[src/rtl/gtc_pkg.sv]
// Constants shared by the gated 16-bit timer/counter: register map, fields, resets, timing.
// Assumes a 32-bit Avalon-MM slave port with byte addressing and one clock at 10 MHz.
package gtc_pkg;
  // Byte addresses of the registers on the slave port.
  localparam logic [4:0] ADDR_TIMER_CONTROL = 5'h00;
  localparam logic [4:0] ADDR_GATE_CONTROL = 5'h04;
  localparam logic [4:0] ADDR_COUNT_LOW = 5'h08;
  localparam logic [4:0] ADDR_COUNT_HIGH = 5'h0C;
  localparam logic [4:0] ADDR_FLAGS = 5'h10;
  // Field positions in timer_control_reg.
  localparam int TC_ON = 0;
  localparam int TC_SYNC_DIS = 2;
  localparam int TC_PRESC_LO = 4;
  localparam int TC_CLKSEL_LO = 6;
  // Field positions in gate_control_reg.
  localparam int GC_SRC_SEL = 0;
  localparam int GC_VALUE = 2;
  localparam int GC_GO = 3;
  localparam int GC_SPM = 4;
  localparam int GC_TOGGLE = 5;
  localparam int GC_POL = 6;
  localparam int GC_ENABLE = 7;
  // Field positions in the flag register.
  localparam int FL_OVERFLOW = 0;
  localparam int FL_GATE_EVENT = 1;
  // Clock select encodings.
  localparam logic [1:0] CLK_INSTR = 2'h0;
  localparam logic [1:0] CLK_SYS = 2'h1;
  localparam logic [1:0] CLK_EXT = 2'h2;
  localparam logic [1:0] CLK_LFOSC = 2'h3;
  // Reset values and the count and byte timer limits.
  localparam logic [7:0] RESET_BYTE = 8'h00;
  localparam logic [15:0] RESET_COUNT = 16'h0000;
  localparam logic [15:0] COUNT_MAX = 16'hFFFF;
  localparam logic [7:0] BYTE_TIMER_MAX = 8'hFF;
  localparam logic [7:0] BYTE_TIMER_MIN = 8'h00;
  // Timing: system clock period and the instruction clock divide ratio.
  localparam int SYS_CLK_PERIOD_NS = 100;
  localparam int INSTR_PERIOD_NS = 400;
  localparam int INSTR_DIV_CYCLES = INSTR_PERIOD_NS / SYS_CLK_PERIOD_NS;
  // Single-pulse acquisition states, Gray coded along idle, armed, counting.
  typedef enum logic [1:0] {
    SP_IDLE = 2'b00,
    SP_ARMED = 2'b01,
    SP_COUNT = 2'b11
  } sp_state_t;
endpackage

[src/rtl/gated_timer_counter.sv]
// Gated 16-bit timer/counter with selectable clock, prescaler, gate polarity, toggle and single pulse.
// Assumes all pins except the external clock, gate and oscillator pins are synchronous to sys_clk_in and a 32-bit Avalon-MM master with waitrequest.
`timescale 1ns/100ps
module gated_timer_counter #(
  parameter int INSTR_DIV = gtc_pkg::INSTR_DIV_CYCLES
) (
  input wire logic sys_clk_in,
  input wire logic resetn_in,
  input wire logic [4:0] avs_address_in,
  input wire logic avs_read_in,
  input wire logic avs_write_in,
  input wire logic [31:0] avs_writedata_in,
  input wire logic [3:0] avs_byteenable_in,
  output logic [31:0] avs_readdata_out,
  output logic avs_waitrequest_out,
  input wire logic ext_clock_pin_in,
  input wire logic gate_pin_in,
  input wire logic low_freq_internal_osc_in,
  input wire logic [7:0] byte_timer_count_in,
  input wire logic sleep_in,
  output logic overflow_flag_out,
  output logic gate_event_flag_out,
  output logic gate_value_out
);
  import gtc_pkg::*;

  // The divider counter is eight bits wide, so larger ratios cannot be served.
  if (INSTR_DIV < 1 || INSTR_DIV > 256) begin : g_bad_div
    $error("INSTR_DIV must lie between 1 and 256.");
  end

  localparam logic [7:0] INSTR_LAST = 8'(INSTR_DIV - 1);

  // Software-visible control state.
  logic [1:0] clock_select_field; // Count clock source.
  logic [1:0] prescale_field; // Prescale ratio as a power of two.
  logic sync_disable_bit; // High bypasses the external clock and gate pin synchronisers.
  logic timer_on_bit; // Master enable.
  logic gate_enable_bit; // High makes the gate control counting.
  logic gate_polarity_bit; // High counts while the gate is high.
  logic toggle_mode_enable; // Gate passes through the toggle flip-flop.
  logic single_pulse_enable; // Gate passes through the single-pulse control.
  logic gate_source_select; // Low picks the gate pin, high the wrap pulse.
  logic pulse_go_bit; // Single-pulse go, cleared by hardware when done.
  logic overflow_flag; // Sticky count wrap flag.
  logic gate_event_flag; // Sticky gate completion flag.
  logic [15:0] count; // Live count, high and low byte.

  // Bus handshake state.
  logic ack; // High in the cycle in which waitrequest is released.
  logic acc_req; // Master asks for an access.
  logic acc_take; // Access completes at this edge.
  logic wr_take; // Write with the low lane enabled completes now.

  // Synchronisers and edge history.
  logic ext_s1, ext_s2, ext_prev;
  logic gate_s1, gate_s2;
  logic lf_s1, lf_s2, lf_prev;
  logic [7:0] byte_timer_prev;
  logic ext_level, gate_level;
  logic ext_rise, ext_fall, lf_rise;
  logic ext_armed; // A falling edge has been seen since the last disarm.

  // Clock path.
  logic [7:0] instr_cnt;
  logic instr_tick;
  logic src_tick;
  logic [2:0] presc_cnt;
  logic presc_hit;
  logic count_en;
  logic inc;

  // Gate path.
  logic byte_timer_wrap_pulse;
  logic gate_src, gate_pol, gate_pol_prev;
  logic toggle_ff, toggle_out, toggle_prev;
  logic gate_value, gate_value_prev;
  sp_state_t sp_state, next_sp_state;
  logic sp_done;
  logic wr_gate_ctrl;

  // Waitrequest is held for one cycle of each access so read data can be registered.
  assign acc_req = avs_read_in | avs_write_in;
  assign acc_take = acc_req & ack;
  assign wr_take = avs_write_in & ack & avs_byteenable_in[0];
  assign avs_waitrequest_out = acc_req & ~ack;
  assign wr_gate_ctrl = wr_take && avs_address_in == ADDR_GATE_CONTROL;

  // Handshake flop: rises one cycle after a request arrives, falls after completion.
  always_ff @(posedge sys_clk_in or negedge resetn_in) begin
    if (!resetn_in) begin
      ack <= 1'b0;
    end else begin
      ack <= acc_req & ~ack;
    end
  end

  // Read data is captured while waitrequest is high, so it stands at the completing edge.
  always_ff @(posedge sys_clk_in or negedge resetn_in) begin
    if (!resetn_in) begin
      avs_readdata_out <= 32'h0000_0000;
    end else if (avs_read_in && !ack) begin
      case (avs_address_in)
        ADDR_TIMER_CONTROL: avs_readdata_out <= {24'h00_0000, clock_select_field, prescale_field,
                                                 1'b0, sync_disable_bit, 1'b0, timer_on_bit};
        ADDR_GATE_CONTROL: avs_readdata_out <= {24'h00_0000, gate_enable_bit, gate_polarity_bit,
                                                toggle_mode_enable, single_pulse_enable, pulse_go_bit,
                                                gate_value, 1'b0, gate_source_select};
        ADDR_COUNT_LOW: avs_readdata_out <= {24'h00_0000, count[7:0]};
        ADDR_COUNT_HIGH: avs_readdata_out <= {24'h00_0000, count[15:8]};
        ADDR_FLAGS: avs_readdata_out <= {30'h0000_0000, gate_event_flag, overflow_flag};
        // Unmapped addresses read as zero.
        default: avs_readdata_out <= 32'h0000_0000;
      endcase
    end
  end

  // Timer control register.
  always_ff @(posedge sys_clk_in or negedge resetn_in) begin
    if (!resetn_in) begin
      clock_select_field <= CLK_INSTR;
      prescale_field <= 2'h0;
      sync_disable_bit <= 1'b0;
      timer_on_bit <= 1'b0;
    end else if (wr_take && avs_address_in == ADDR_TIMER_CONTROL) begin
      clock_select_field <= avs_writedata_in[TC_CLKSEL_LO +: 2];
      prescale_field <= avs_writedata_in[TC_PRESC_LO +: 2];
      sync_disable_bit <= avs_writedata_in[TC_SYNC_DIS];
      timer_on_bit <= avs_writedata_in[TC_ON];
    end
  end

  // Gate control register, apart from the go bit.
  always_ff @(posedge sys_clk_in or negedge resetn_in) begin
    if (!resetn_in) begin
      gate_enable_bit <= 1'b0;
      gate_polarity_bit <= 1'b0;
      toggle_mode_enable <= 1'b0;
      single_pulse_enable <= 1'b0;
      gate_source_select <= 1'b0;
    end else if (wr_gate_ctrl) begin
      gate_enable_bit <= avs_writedata_in[GC_ENABLE];
      gate_polarity_bit <= avs_writedata_in[GC_POL];
      toggle_mode_enable <= avs_writedata_in[GC_TOGGLE];
      single_pulse_enable <= avs_writedata_in[GC_SPM];
      gate_source_select <= avs_writedata_in[GC_SRC_SEL];
    end
  end

  // Go bit: a software write takes priority over the hardware done clear, so a re-arm is not lost.
  always_ff @(posedge sys_clk_in or negedge resetn_in) begin
    if (!resetn_in) begin
      pulse_go_bit <= 1'b0;
    end else if (wr_gate_ctrl) begin
      pulse_go_bit <= avs_writedata_in[GC_GO];
    end else if (sp_done) begin
      pulse_go_bit <= 1'b0;
    end
  end

  // Sticky flags: write one to clear, and a hardware set in the same cycle wins.
  always_ff @(posedge sys_clk_in or negedge resetn_in) begin
    if (!resetn_in) begin
      overflow_flag <= 1'b0;
      gate_event_flag <= 1'b0;
    end else begin
      if (inc && count == COUNT_MAX) begin
        overflow_flag <= 1'b1;
      end else if (wr_take && avs_address_in == ADDR_FLAGS && avs_writedata_in[FL_OVERFLOW]) begin
        overflow_flag <= 1'b0;
      end
      if (gate_value_prev && !gate_value) begin
        gate_event_flag <= 1'b1;
      end else if (wr_take && avs_address_in == ADDR_FLAGS && avs_writedata_in[FL_GATE_EVENT]) begin
        gate_event_flag <= 1'b0;
      end
    end
  end

  // Pin synchronisers; the first stage feeds only the second.
  always_ff @(posedge sys_clk_in or negedge resetn_in) begin
    if (!resetn_in) begin
      ext_s1 <= 1'b0;
      ext_s2 <= 1'b0;
      gate_s1 <= 1'b0;
      gate_s2 <= 1'b0;
      lf_s1 <= 1'b0;
      lf_s2 <= 1'b0;
    end else begin
      ext_s1 <= ext_clock_pin_in;
      ext_s2 <= ext_s1;
      gate_s1 <= gate_pin_in;
      gate_s2 <= gate_s1;
      lf_s1 <= low_freq_internal_osc_in;
      lf_s2 <= lf_s1;
    end
  end

  // Async mode takes the external clock and gate pins directly; this trades metastability margin for two cycles of latency.
  assign ext_level = sync_disable_bit ? ext_clock_pin_in : ext_s2;
  assign gate_level = sync_disable_bit ? gate_pin_in : gate_s2;

  // Edge history for the external clock, the oscillator and the byte timer.
  always_ff @(posedge sys_clk_in or negedge resetn_in) begin
    if (!resetn_in) begin
      ext_prev <= 1'b0;
      lf_prev <= 1'b0;
      byte_timer_prev <= RESET_BYTE;
    end else begin
      ext_prev <= ext_level;
      lf_prev <= lf_s2;
      byte_timer_prev <= byte_timer_count_in;
    end
  end

  assign ext_rise = ext_level & ~ext_prev;
  assign ext_fall = ~ext_level & ext_prev;
  assign lf_rise = lf_s2 & ~lf_prev;

  // Counter-mode arming: disarmed at reset, on a count write and while off; a falling edge re-arms.
  always_ff @(posedge sys_clk_in or negedge resetn_in) begin
    if (!resetn_in) begin
      ext_armed <= 1'b0;
    end else if (!timer_on_bit || (wr_take && (avs_address_in == ADDR_COUNT_LOW ||
                                              avs_address_in == ADDR_COUNT_HIGH))) begin
      ext_armed <= 1'b0;
    end else if (ext_fall) begin
      ext_armed <= 1'b1;
    end
  end

  // Instruction clock divider: one pulse every INSTR_DIV system clocks.
  always_ff @(posedge sys_clk_in or negedge resetn_in) begin
    if (!resetn_in) begin
      instr_cnt <= 8'h00;
    end else if (instr_cnt == INSTR_LAST) begin
      instr_cnt <= 8'h00;
    end else begin
      instr_cnt <= instr_cnt + 8'h01;
    end
  end

  assign instr_tick = instr_cnt == INSTR_LAST;

  // Source tick; during sleep only the unsynchronised external clock keeps running.
  always_comb begin
    src_tick = 1'b0;
    case (clock_select_field)
      CLK_INSTR: src_tick = instr_tick;
      CLK_SYS: src_tick = 1'b1;
      CLK_EXT: src_tick = ext_rise & ext_armed;
      CLK_LFOSC: src_tick = lf_rise;
      default: src_tick = 1'b0;
    endcase
    if (sleep_in && !(clock_select_field == CLK_EXT && sync_disable_bit)) begin
      src_tick = 1'b0;
    end
  end

  // Hidden prescale counter, cleared by any count byte write.
  always_ff @(posedge sys_clk_in or negedge resetn_in) begin
    if (!resetn_in) begin
      presc_cnt <= 3'h0;
    end else if (wr_take && (avs_address_in == ADDR_COUNT_LOW || avs_address_in == ADDR_COUNT_HIGH)) begin
      presc_cnt <= 3'h0;
    end else if (!timer_on_bit) begin
      presc_cnt <= 3'h0;
    end else if (src_tick) begin
      presc_cnt <= presc_hit ? 3'h0 : presc_cnt + 3'h1;
    end
  end

  // A compare by magnitude lets a running prescaler wrap at once when a smaller ratio is written.
  assign presc_hit = presc_cnt >= 3'((4'h1 << prescale_field) - 4'h1);

  // Enable table: off, always on, or following the gate value.
  assign count_en = timer_on_bit & (~gate_enable_bit | gate_value);
  assign inc = count_en & src_tick & presc_hit;

  // Live count; a software byte write overrides a same-cycle increment.
  always_ff @(posedge sys_clk_in or negedge resetn_in) begin
    if (!resetn_in) begin
      count <= RESET_COUNT;
    end else if (wr_take && avs_address_in == ADDR_COUNT_LOW) begin
      count[7:0] <= avs_writedata_in[7:0];
    end else if (wr_take && avs_address_in == ADDR_COUNT_HIGH) begin
      count[15:8] <= avs_writedata_in[7:0];
    end else if (inc) begin
      count <= count + 16'h0001;
    end
  end

  // Gate source and polarity: gate_pol is high while the chosen source is at the counting level.
  assign byte_timer_wrap_pulse = byte_timer_prev == BYTE_TIMER_MAX && byte_timer_count_in == BYTE_TIMER_MIN;
  assign gate_src = gate_source_select ? byte_timer_wrap_pulse : gate_level;
  assign gate_pol = gate_polarity_bit ? gate_src : ~gate_src;

  // Toggle flip-flop, forced clear while toggle mode is off so the measured edge is known.
  always_ff @(posedge sys_clk_in or negedge resetn_in) begin
    if (!resetn_in) begin
      toggle_ff <= 1'b0;
      gate_pol_prev <= 1'b0;
    end else begin
      gate_pol_prev <= gate_pol;
      if (!toggle_mode_enable) begin
        toggle_ff <= 1'b0;
      end else if (gate_pol && !gate_pol_prev) begin
        toggle_ff <= ~toggle_ff;
      end
    end
  end

  assign toggle_out = toggle_mode_enable ? toggle_ff : gate_pol;

  // Single-pulse control; with toggle on, the window spans one full period of the source.
  always_comb begin
    next_sp_state = sp_state;
    sp_done = 1'b0;
    case (sp_state)
      SP_IDLE: begin
        if (single_pulse_enable && pulse_go_bit && !toggle_out) begin
          next_sp_state = SP_ARMED;
        end
      end
      SP_ARMED: begin
        if (!single_pulse_enable || !pulse_go_bit) begin
          next_sp_state = SP_IDLE;
        end else if (toggle_out && !toggle_prev) begin
          next_sp_state = SP_COUNT;
        end
      end
      SP_COUNT: begin
        if (!single_pulse_enable || !pulse_go_bit) begin
          next_sp_state = SP_IDLE;
        end else if (!toggle_out) begin
          next_sp_state = SP_IDLE;
          sp_done = 1'b1;
        end
      end
      default: next_sp_state = SP_IDLE;
    endcase
  end

  // Single-pulse state and the edge history of the gate path.
  always_ff @(posedge sys_clk_in or negedge resetn_in) begin
    if (!resetn_in) begin
      sp_state <= SP_IDLE;
      toggle_prev <= 1'b0;
      gate_value_prev <= 1'b0;
    end else begin
      sp_state <= next_sp_state;
      toggle_prev <= toggle_out;
      gate_value_prev <= gate_value;
    end
  end

  // Gate value is valid even when gating is disabled.
  assign gate_value = single_pulse_enable ? (sp_state == SP_COUNT && toggle_out) : toggle_out;

  // Status outputs from flops, except the gate value which mirrors the live gate path.
  assign overflow_flag_out = overflow_flag;
  assign gate_event_flag_out = gate_event_flag;
  assign gate_value_out = gate_value;

  // Checks on the design's own signals.
  a_off_holds: assert property (@(posedge sys_clk_in) disable iff (!resetn_in)
    !timer_on_bit && !wr_take |=> $stable(count))
    else $error("Count moved while timer off.");
  a_sys_rate: assert property (@(posedge sys_clk_in) disable iff (!resetn_in)
    timer_on_bit && !gate_enable_bit && clock_select_field == CLK_SYS && prescale_field == 2'h0 && !sleep_in
      && !wr_take |=> count == $past(count) + 16'h0001)
    else $error("System clock source did not count each cycle.");
  a_byte_write: assert property (@(posedge sys_clk_in) disable iff (!resetn_in)
    wr_take && avs_address_in == ADDR_COUNT_LOW |=> count[7:0] == $past(avs_writedata_in[7:0]))
    else $error("Low byte write not applied.");
  a_presc_clear: assert property (@(posedge sys_clk_in) disable iff (!resetn_in)
    wr_take && avs_address_in == ADDR_COUNT_HIGH |=> presc_cnt == 3'h0)
    else $error("Prescaler not cleared by count write.");
  a_overflow_set: assert property (@(posedge sys_clk_in) disable iff (!resetn_in)
    inc && count == COUNT_MAX && !wr_take |=> overflow_flag && count == RESET_COUNT)
    else $error("Wrap did not set overflow flag.");
  a_toggle_clear: assert property (@(posedge sys_clk_in) disable iff (!resetn_in)
    !toggle_mode_enable |=> !toggle_ff)
    else $error("Toggle flip-flop not held clear.");
  a_ext_armed: assert property (@(posedge sys_clk_in) disable iff (!resetn_in)
    clock_select_field == CLK_EXT && !ext_armed |-> !inc)
    else $error("External edge counted before a falling edge.");
  a_go_done: assert property (@(posedge sys_clk_in) disable iff (!resetn_in)
    sp_state == SP_COUNT && single_pulse_enable && pulse_go_bit && !toggle_out && !wr_gate_ctrl
      |=> !pulse_go_bit ##1 sp_state != SP_COUNT)
    else $error("Go bit not cleared at trailing edge.");
  a_gate_event: assert property (@(posedge sys_clk_in) disable iff (!resetn_in)
    $fell(gate_value) |=> gate_event_flag)
    else $error("Falling gate value did not set event flag.");
  a_gate_hold: assert property (@(posedge sys_clk_in) disable iff (!resetn_in)
    gate_enable_bit && !gate_value && !wr_take |=> $stable(count))
    else $error("Count moved while gate closed.");
  a_wait_once: assert property (@(posedge sys_clk_in) disable iff (!resetn_in)
    acc_req && !ack |=> !avs_waitrequest_out)
    else $error("Waitrequest held longer than one cycle.");

  c_overflow: cover property (@(posedge sys_clk_in) disable iff (!resetn_in) $rose(overflow_flag));
  c_single_pulse: cover property (@(posedge sys_clk_in) disable iff (!resetn_in) sp_done);
  c_toggle: cover property (@(posedge sys_clk_in) disable iff (!resetn_in) toggle_mode_enable && $rose(toggle_ff));
  c_ext_count: cover property (@(posedge sys_clk_in) disable iff (!resetn_in) inc && clock_select_field == CLK_EXT);
endmodule // gated_timer_counter

[config.mk]
export PLATFORM = sky130hd
export DESIGN_NAME = gated_timer_counter
export DESIGN_NICKNAME = d
export VERILOG_FILES = /design/src/rtl/gtc_pkg.sv /design/src/rtl/gated_timer_counter.sv
export SDC_FILE = /design/constraint.sdc
export NUM_CORES = 1
export LEC_CHECK = 0
export BUFFER_PORTS_ARGS = -buffer_cell sky130_fd_sc_hd__buf_2
export CORE_ASPECT_RATIO = 2
export CORE_UTILIZATION = 55
export CTS_BUF_LIST = sky130_fd_sc_hd__clkbuf_4 sky130_fd_sc_hd__clkbuf_8
export DETAILED_ROUTE_END_ITERATION = 10
export HOLD_SLACK_MARGIN = 0.06
export PLACE_DENSITY_LB_ADDON = 0.15
export SLEW_MARGIN = 40
export SYNTH_ARGS = -nofsm -noshare
export SYNTH_HDL_FRONTEND = slang
export SYNTH_SLANG_ARGS = --single-unit
[constraint.sdc]
create_clock -name sys_clk_in -period 2.7 [get_ports sys_clk_in]
set_input_delay 0.27 -clock sys_clk_in [delete_from_list [all_inputs] [get_ports sys_clk_in]]
set_output_delay 0.27 -clock sys_clk_in [all_outputs]
set_load 0.01 [all_outputs]
---- Yosys cells after proc, flatten, opt, wreduce, memory -nomap -nowiden ----
Cells that the tools add are included.
storage, ports and cells
  register bits after elaboration ......... 97
  bits in latches ......................... 0
  RAM bits ................................ 0
  bits in read-only memories .............. 0
  input bits .............................. 57
  output and inout bits ................... 36
  word-level logic and storage cells ...... 158
  memories ................................ 0
operators by class
  add/sub/neg operators ................... 4
  $mul .................................... 0
  divide/modulo/power cells ............... 0
  magnitude comparators ................... 1
  equality and inequality tests ........... 18
  shifts and indexed selects .............. 1
  mux-type cells .......................... 37
  bitwise logic cells ..................... 20
  reduce and logical (&&, ||, !) cells .... 44
operator list
  cell                                                  count
  one-hot mux 8 bit (5 select lines)                    1
  two-way mux 8 bit                                     4
  two-way mux 1 bit                                     20
  logical AND 1 bit                                     19
  adder 16 x 1 -> 16 bit (second input constant)        1
  equality test 16 bit (second input constant)          1
  two-way mux 16 bit                                    1
  two-way mux 3 bit                                     4
  nonzero test 2 bit                                    6
  AND 1 bit                                             10
  equality test 5 x 4 -> 1 bit (second input constant)  2
  two-way mux 2 bit                                     5
  zero test 1 bit                                       9
  adder 8 x 1 -> 8 bit (second input constant)          1
  equality test 8 x 2 -> 1 bit (second input constant)  1
  equality test 8 bit (second input constant)           1
  zero test 8 bit                                       1
  inverter 1 bit                                        8
  equality test 2 bit (second input constant)           3
  inequality test 3 bit (second input constant)         2
  one-hot mux 2 bit (3 select lines)                    1
  equality test 5 x 3 -> 1 bit (second input constant)  1
  equality test 5 bit (second input constant)           1
  zero test 5 bit                                       1
  other kinds (14)                                      21

---- Longest topological paths before layout ----
  word-level depth ........................ 15
  mapped depth ............................ 10
  depth with buffers taken out ............ 9

---- Least setup slack after synthesis ----
OpenSTA, ideal clock, no wires.
  path type ............................... reg2reg
  start point ............................. register prescale_field[1]
  end point ............................... register count[9]
  arrival ................................. 2.184 ns
  data required time ...................... 2.579 ns
  path slack .............................. 0.395 ns
  stages on the path, launching flop included .. 10
  path buffers ............................ 0
  clock period less this slack ............ 2.305 ns
  cell sequence ........................... dfrtp_1 or2_2 ha_1 nor2b_1 o21ai_0 and2_1 nand2_1 o221ai_4 o211ai_1 a22o_1
between the ends
  word-level cells in the longest chain between the ends .. 6
ends and longest elaborated chain
  element                               RTL line                    RTL
  from (decl)                           gated_timer_counter.sv:36   logic [1:0] prescale_field;
  from (signal assigned)                gated_timer_counter.sv:127  prescale_field <= avs_writedata_in[TC_PRESC_LO +: 2];
  << shifter 1 x 2 -> 3 bit             gated_timer_counter.sv:274  assign presc_hit = presc_cnt >= 3'((4'h1 << prescale_field) - 4'h1);
  subtractor 3 x 1 -> 3 bit             gated_timer_counter.sv:274
  greater-or-equal comparator 3 bit     gated_timer_counter.sv:274
  AND 1 bit                             gated_timer_counter.sv:278  assign inc = count_en & src_tick & presc_hit;
  nonzero test 2 bit (no source line)   -
  AND reduction 2 bit (no source line)  -
  to (signal assigned)                  gated_timer_counter.sv:287  count[15:8] <= avs_writedata_in[7:0];
  to (signal assigned)                  gated_timer_counter.sv:289  count <= count + 16'h0001;
  to (decl)                             gated_timer_counter.sv:47   logic [15:0] count;
Every way passes these cells.
A chain may end at the register's enable or synchronous reset.

---- Worst setup path in the final report ----
  start point ............................. input port gate_pin_in
  end point ............................... register count[14]
between the ends
  word-level cells in the longest chain between the ends .. 13
ends and longest elaborated chain
  element                                 RTL line                    RTL
  from (decl)                             gated_timer_counter.sv:17   input wire logic gate_pin_in,
  two-way mux 1 bit *                     gated_timer_counter.sv:201  assign gate_level = sync_disable_bit ? gate_pin_in : gate_s2;
  two-way mux 1 bit *                     gated_timer_counter.sv:295  assign gate_src = gate_source_select ? byte_timer_wrap_pulse : gate_level;
  inverter 1 bit                          gated_timer_counter.sv:296  assign gate_pol = gate_polarity_bit ? gate_src : ~gate_src;
  two-way mux 1 bit *                     gated_timer_counter.sv:296
  two-way mux 1 bit *                     gated_timer_counter.sv:313  assign toggle_out = toggle_mode_enable ? toggle_ff : gate_pol;
  logical AND 1 bit                       gated_timer_counter.sv:358  assign gate_value = single_pulse_enable ? (sp_state == SP_COUNT && toggle_out) : toggle_out;
  two-way mux 1 bit *                     gated_timer_counter.sv:358
  OR 1 bit *                              gated_timer_counter.sv:277  assign count_en = timer_on_bit & (~gate_enable_bit | gate_value);
  AND 1 bit *                             gated_timer_counter.sv:277
  AND 1 bit * (2 in a row)                gated_timer_counter.sv:278
  nonzero test 2 bit (no source line) *   -
  AND reduction 2 bit (no source line) *  -
Mark *: on every way between the ends. The rest lies on a longest branch, timed or not.

==> run_results.csv <==
group,metric,value,unit
logic_synthesis,synth_cells,358,
power_and_ir_drop,finalPower,2.49,mW
power_and_ir_drop,swShare,27.0,%
cts,clk_latency,0.36,ns
power_and_ir_drop,peakVddDrop,0.464,mV
cts,cts_tree,"yes",
route,drtAntennaViolNets,0,
setup_path,cp-end-kind,"flip-flop",
logic_synthesis,syn_avg_cell_area,10.6,sq um
run_status,outcome,"complete, no violations",
logic_synthesis,synth.area.top_cells,"dfrtp_1, buf_4, mux2_2",
hold_path,hold_path_class,"in -> reg",
power_and_ir_drop,p_leak,2.01,nW
timing,tns,0,ns
layout,syn_to_final_growth,16.6,%
logic_synthesis,synth.ff_latch_count,73,
cts,cts.clk_slew.worst_paths,0.08,ns
logic_synthesis,synthArstFlopShare,100,%
timing,setup_ws,0.174,ns
timing,slew_viol_final,0,
logic_synthesis,ys_seq_area_share,48.2,%
floorplanning,initial_core_util,57.2,%
power_and_ir_drop,switching_power,672,uW
layout,nNetsFinal,487,
timing,min_period_over_period,93.5,%
cts,clock_path_buffers,2,
timing,period_minus_slack,2.53,ns
layout,stdcell_count,517,
layout,layout_commonest_cell,"dfrtp_1",
grt,antenna_found_initial,0,
route,drtPass1Iterations,4,
cts,h-tree-depth,3,
route,vias_per_cell,5.63,
power_and_ir_drop,p_seq_share,48.8,%
logic_synthesis,synth_top_area_share,48.2,%
floorplanning,rows,42,
cts,cts_buffers,9,
floorplanning,die_w,60.7,um
cts,cts.sinks,73,
route,wl_per_cell,16.7,um
timing,hold_violations,0,
power_and_ir_drop,internal_power,1.82,mW
setup_path,worst_setup_path_start_kind,"primary input",
floorplanning,die_area,7240,sq um
layout,num_antenna_cells,0,
placement,routabilityCongestion,0.914,
power_and_ir_drop,p_clk_share,38.7,%
logic_synthesis,synth_edf_count,0,
grt,grt_pass1_wl,13.9,mm
placement,dp.cells,489,
logic_synthesis,ys_types,58,
placement,io_buffers,41,
setup_path,critical_path_required,2.93,ns
grt,grt-ovfl-total,0,
route,drt_iter0_drc,106,
run,max_cap_violations,0,
timing,final.setup_skew,0.0100,ns
layout,layout_common_cells,"dfrtp_1, buf_2, nand2_1",
logic_synthesis,synth_ff_type,"dfrtp_1",
setup_path,path_max_fanout,8,
power_and_ir_drop,combPwrFrac,12.4,%
power_and_ir_drop,powerDensity,564,nW/um^2
cts,cts_setup_buffers,0,
cts,cts_root_buf,"clkbuf_8",
route,finalWirelength,8.65,mm
logic_synthesis,synth.largest_area_cell,"dfrtp_1",
placement,place_ws,0.212,ns
floorplanning,core_area,6620,sq um
logic_synthesis,ys.warnings.count,0,
route,drc,0,
logic_synthesis,synthesis.area,3790,sq um
grt,grt_use_total,26.7,%
timing,rsz0062_at_grt,"false",
setup_path,path_class,"in -> reg",
floorplanning,die_h,119,um
timing,setup_viol_count_final,0,
timing,fmax,0.396,GHz
grt,grt_pass1_vias,2996,
route,vias,2911,
floorplanning,pin_count,93,
grt,grt_max_degree,30,
setup_path,crit_arrival,2.75,ns
placement,dp_hpwl,6.65,mm
layout,drive_gt1_share,24.2,%
## state kept, by name, indices dropped and copies added (netlist names), 2 cells and up
| name | cells |
|---|---|
| avs_readdata_out | 8 |
| byte_timer_prev | 8 |
| clock_select_field | 2 |
| count | 16 |
| instr_cnt | 8 |
| presc_cnt | 3 |
| prescale_field | 2 |
| sp_state | 2 |
## cells by family (layout without fill, tap and decap cells)
logic type	Yosys count	in the layout	share of synthesized area (%)
AOI/OAI and AO/OA	74	74	13.3
xor gates and xnor gates	14	14	3.24
adders and majority gates	6	6	1.98
buffers and inverters	42	90	6.64
DFF	73	73	48.2
muxes	23	23	8.49
other	1	24	0.0990
and+or+nand+nor	125	125	18.0
## metrics by stage
step / hold slack, ns / util [%] / instance area, sq um
2_1_floorplan: -0.0256 / - / 3870
3_3_place_gp: 0.219 / 61.3 / 4060
3_5_place_dp: 0.229 / 61.3 / 4060
4_1_cts: 0.163 / 66.5 / 4400
5_1_grt: 0.160 / 66.7 / 4420
6_report: 0.175 / 66.7 / 4420
## path summary, 6_finish.rpt
path / depth (start not counted) / slack, ns / startpoint / to
worst min register to register: 0 / 0.36 / lf_s1 / lf_s2
worst max register to register: 7 / 0.21 / sync_disable_bit / count[14]
min in group asynchronous: 2 / 0.37 / resetn_in / instr_cnt[3]
worst min-delay path: 3 / 0.18 / avs_writedata_in[3] / count[3]
worst max-delay path: 9 / 0.17 / gate_pin_in / count[14]
max in group asynchronous: 3 / 1.60 / resetn_in / gate_value_prev
## metal layers
layer / routed length (um) / global-route usage [%] / part of all wire [%]
met1: 3010 / 27.1 / 35
met2: 4910 / 47.4 / 57
met3: 412 / 5.97 / 4.8
met4: 319 / 14.6 / 3.7
met5: 0 / 0 / 0
## cell usage after synthesis, drive strengths merged (7+ instances only)
master  number
and3         8
a21oi       27
nand3       14
inv         10
o21ai       21
buf         27
nor2        21
xnor2       10
dfrtp       73
nand2       36
nor3         7
mux2        13
a22o         9
## cell type report
cell class | count | area (sq um)
clock inverters | 7 | 101
clock buffers | 9 | 124
fillers | 559 | 2200
flip-flops and latches | 73 | 1830
well taps | 88 | 110
inverters | 10 | 37.5
repair buffers | 64 | 408
multi-input cells | 266 | 1810
## what timing repair did
item	CTS	global route
endpoints found under the hold margin	29	0
resized for setup	0	2
hold buffers	12	0
endpoints found under the setup margin	0	3
## critical path, cell delays in order
cell	delay, ns
dlygate4sd3_1	0.53
buf_2	0.13
mux2i_1	0.34
nor3_1	0.13
o31ai_4	0.29
nand3_2	0.24
o221ai_4	0.32
and2_1	0.37
a21oi_1	0.11
## power groups by stage
stage               combinational (mW)  sequential (mW)  clock (mW)
floorplan                        0.205             1.22           0
global placement                 0.288             1.23           0
detailed placement               0.297             1.24           0
CTS                              0.310             1.21       0.983
global route                     0.345             1.22        1.03
finish                           0.310             1.22       0.965
No activity file was read; power rests on OpenSTA's default activity.
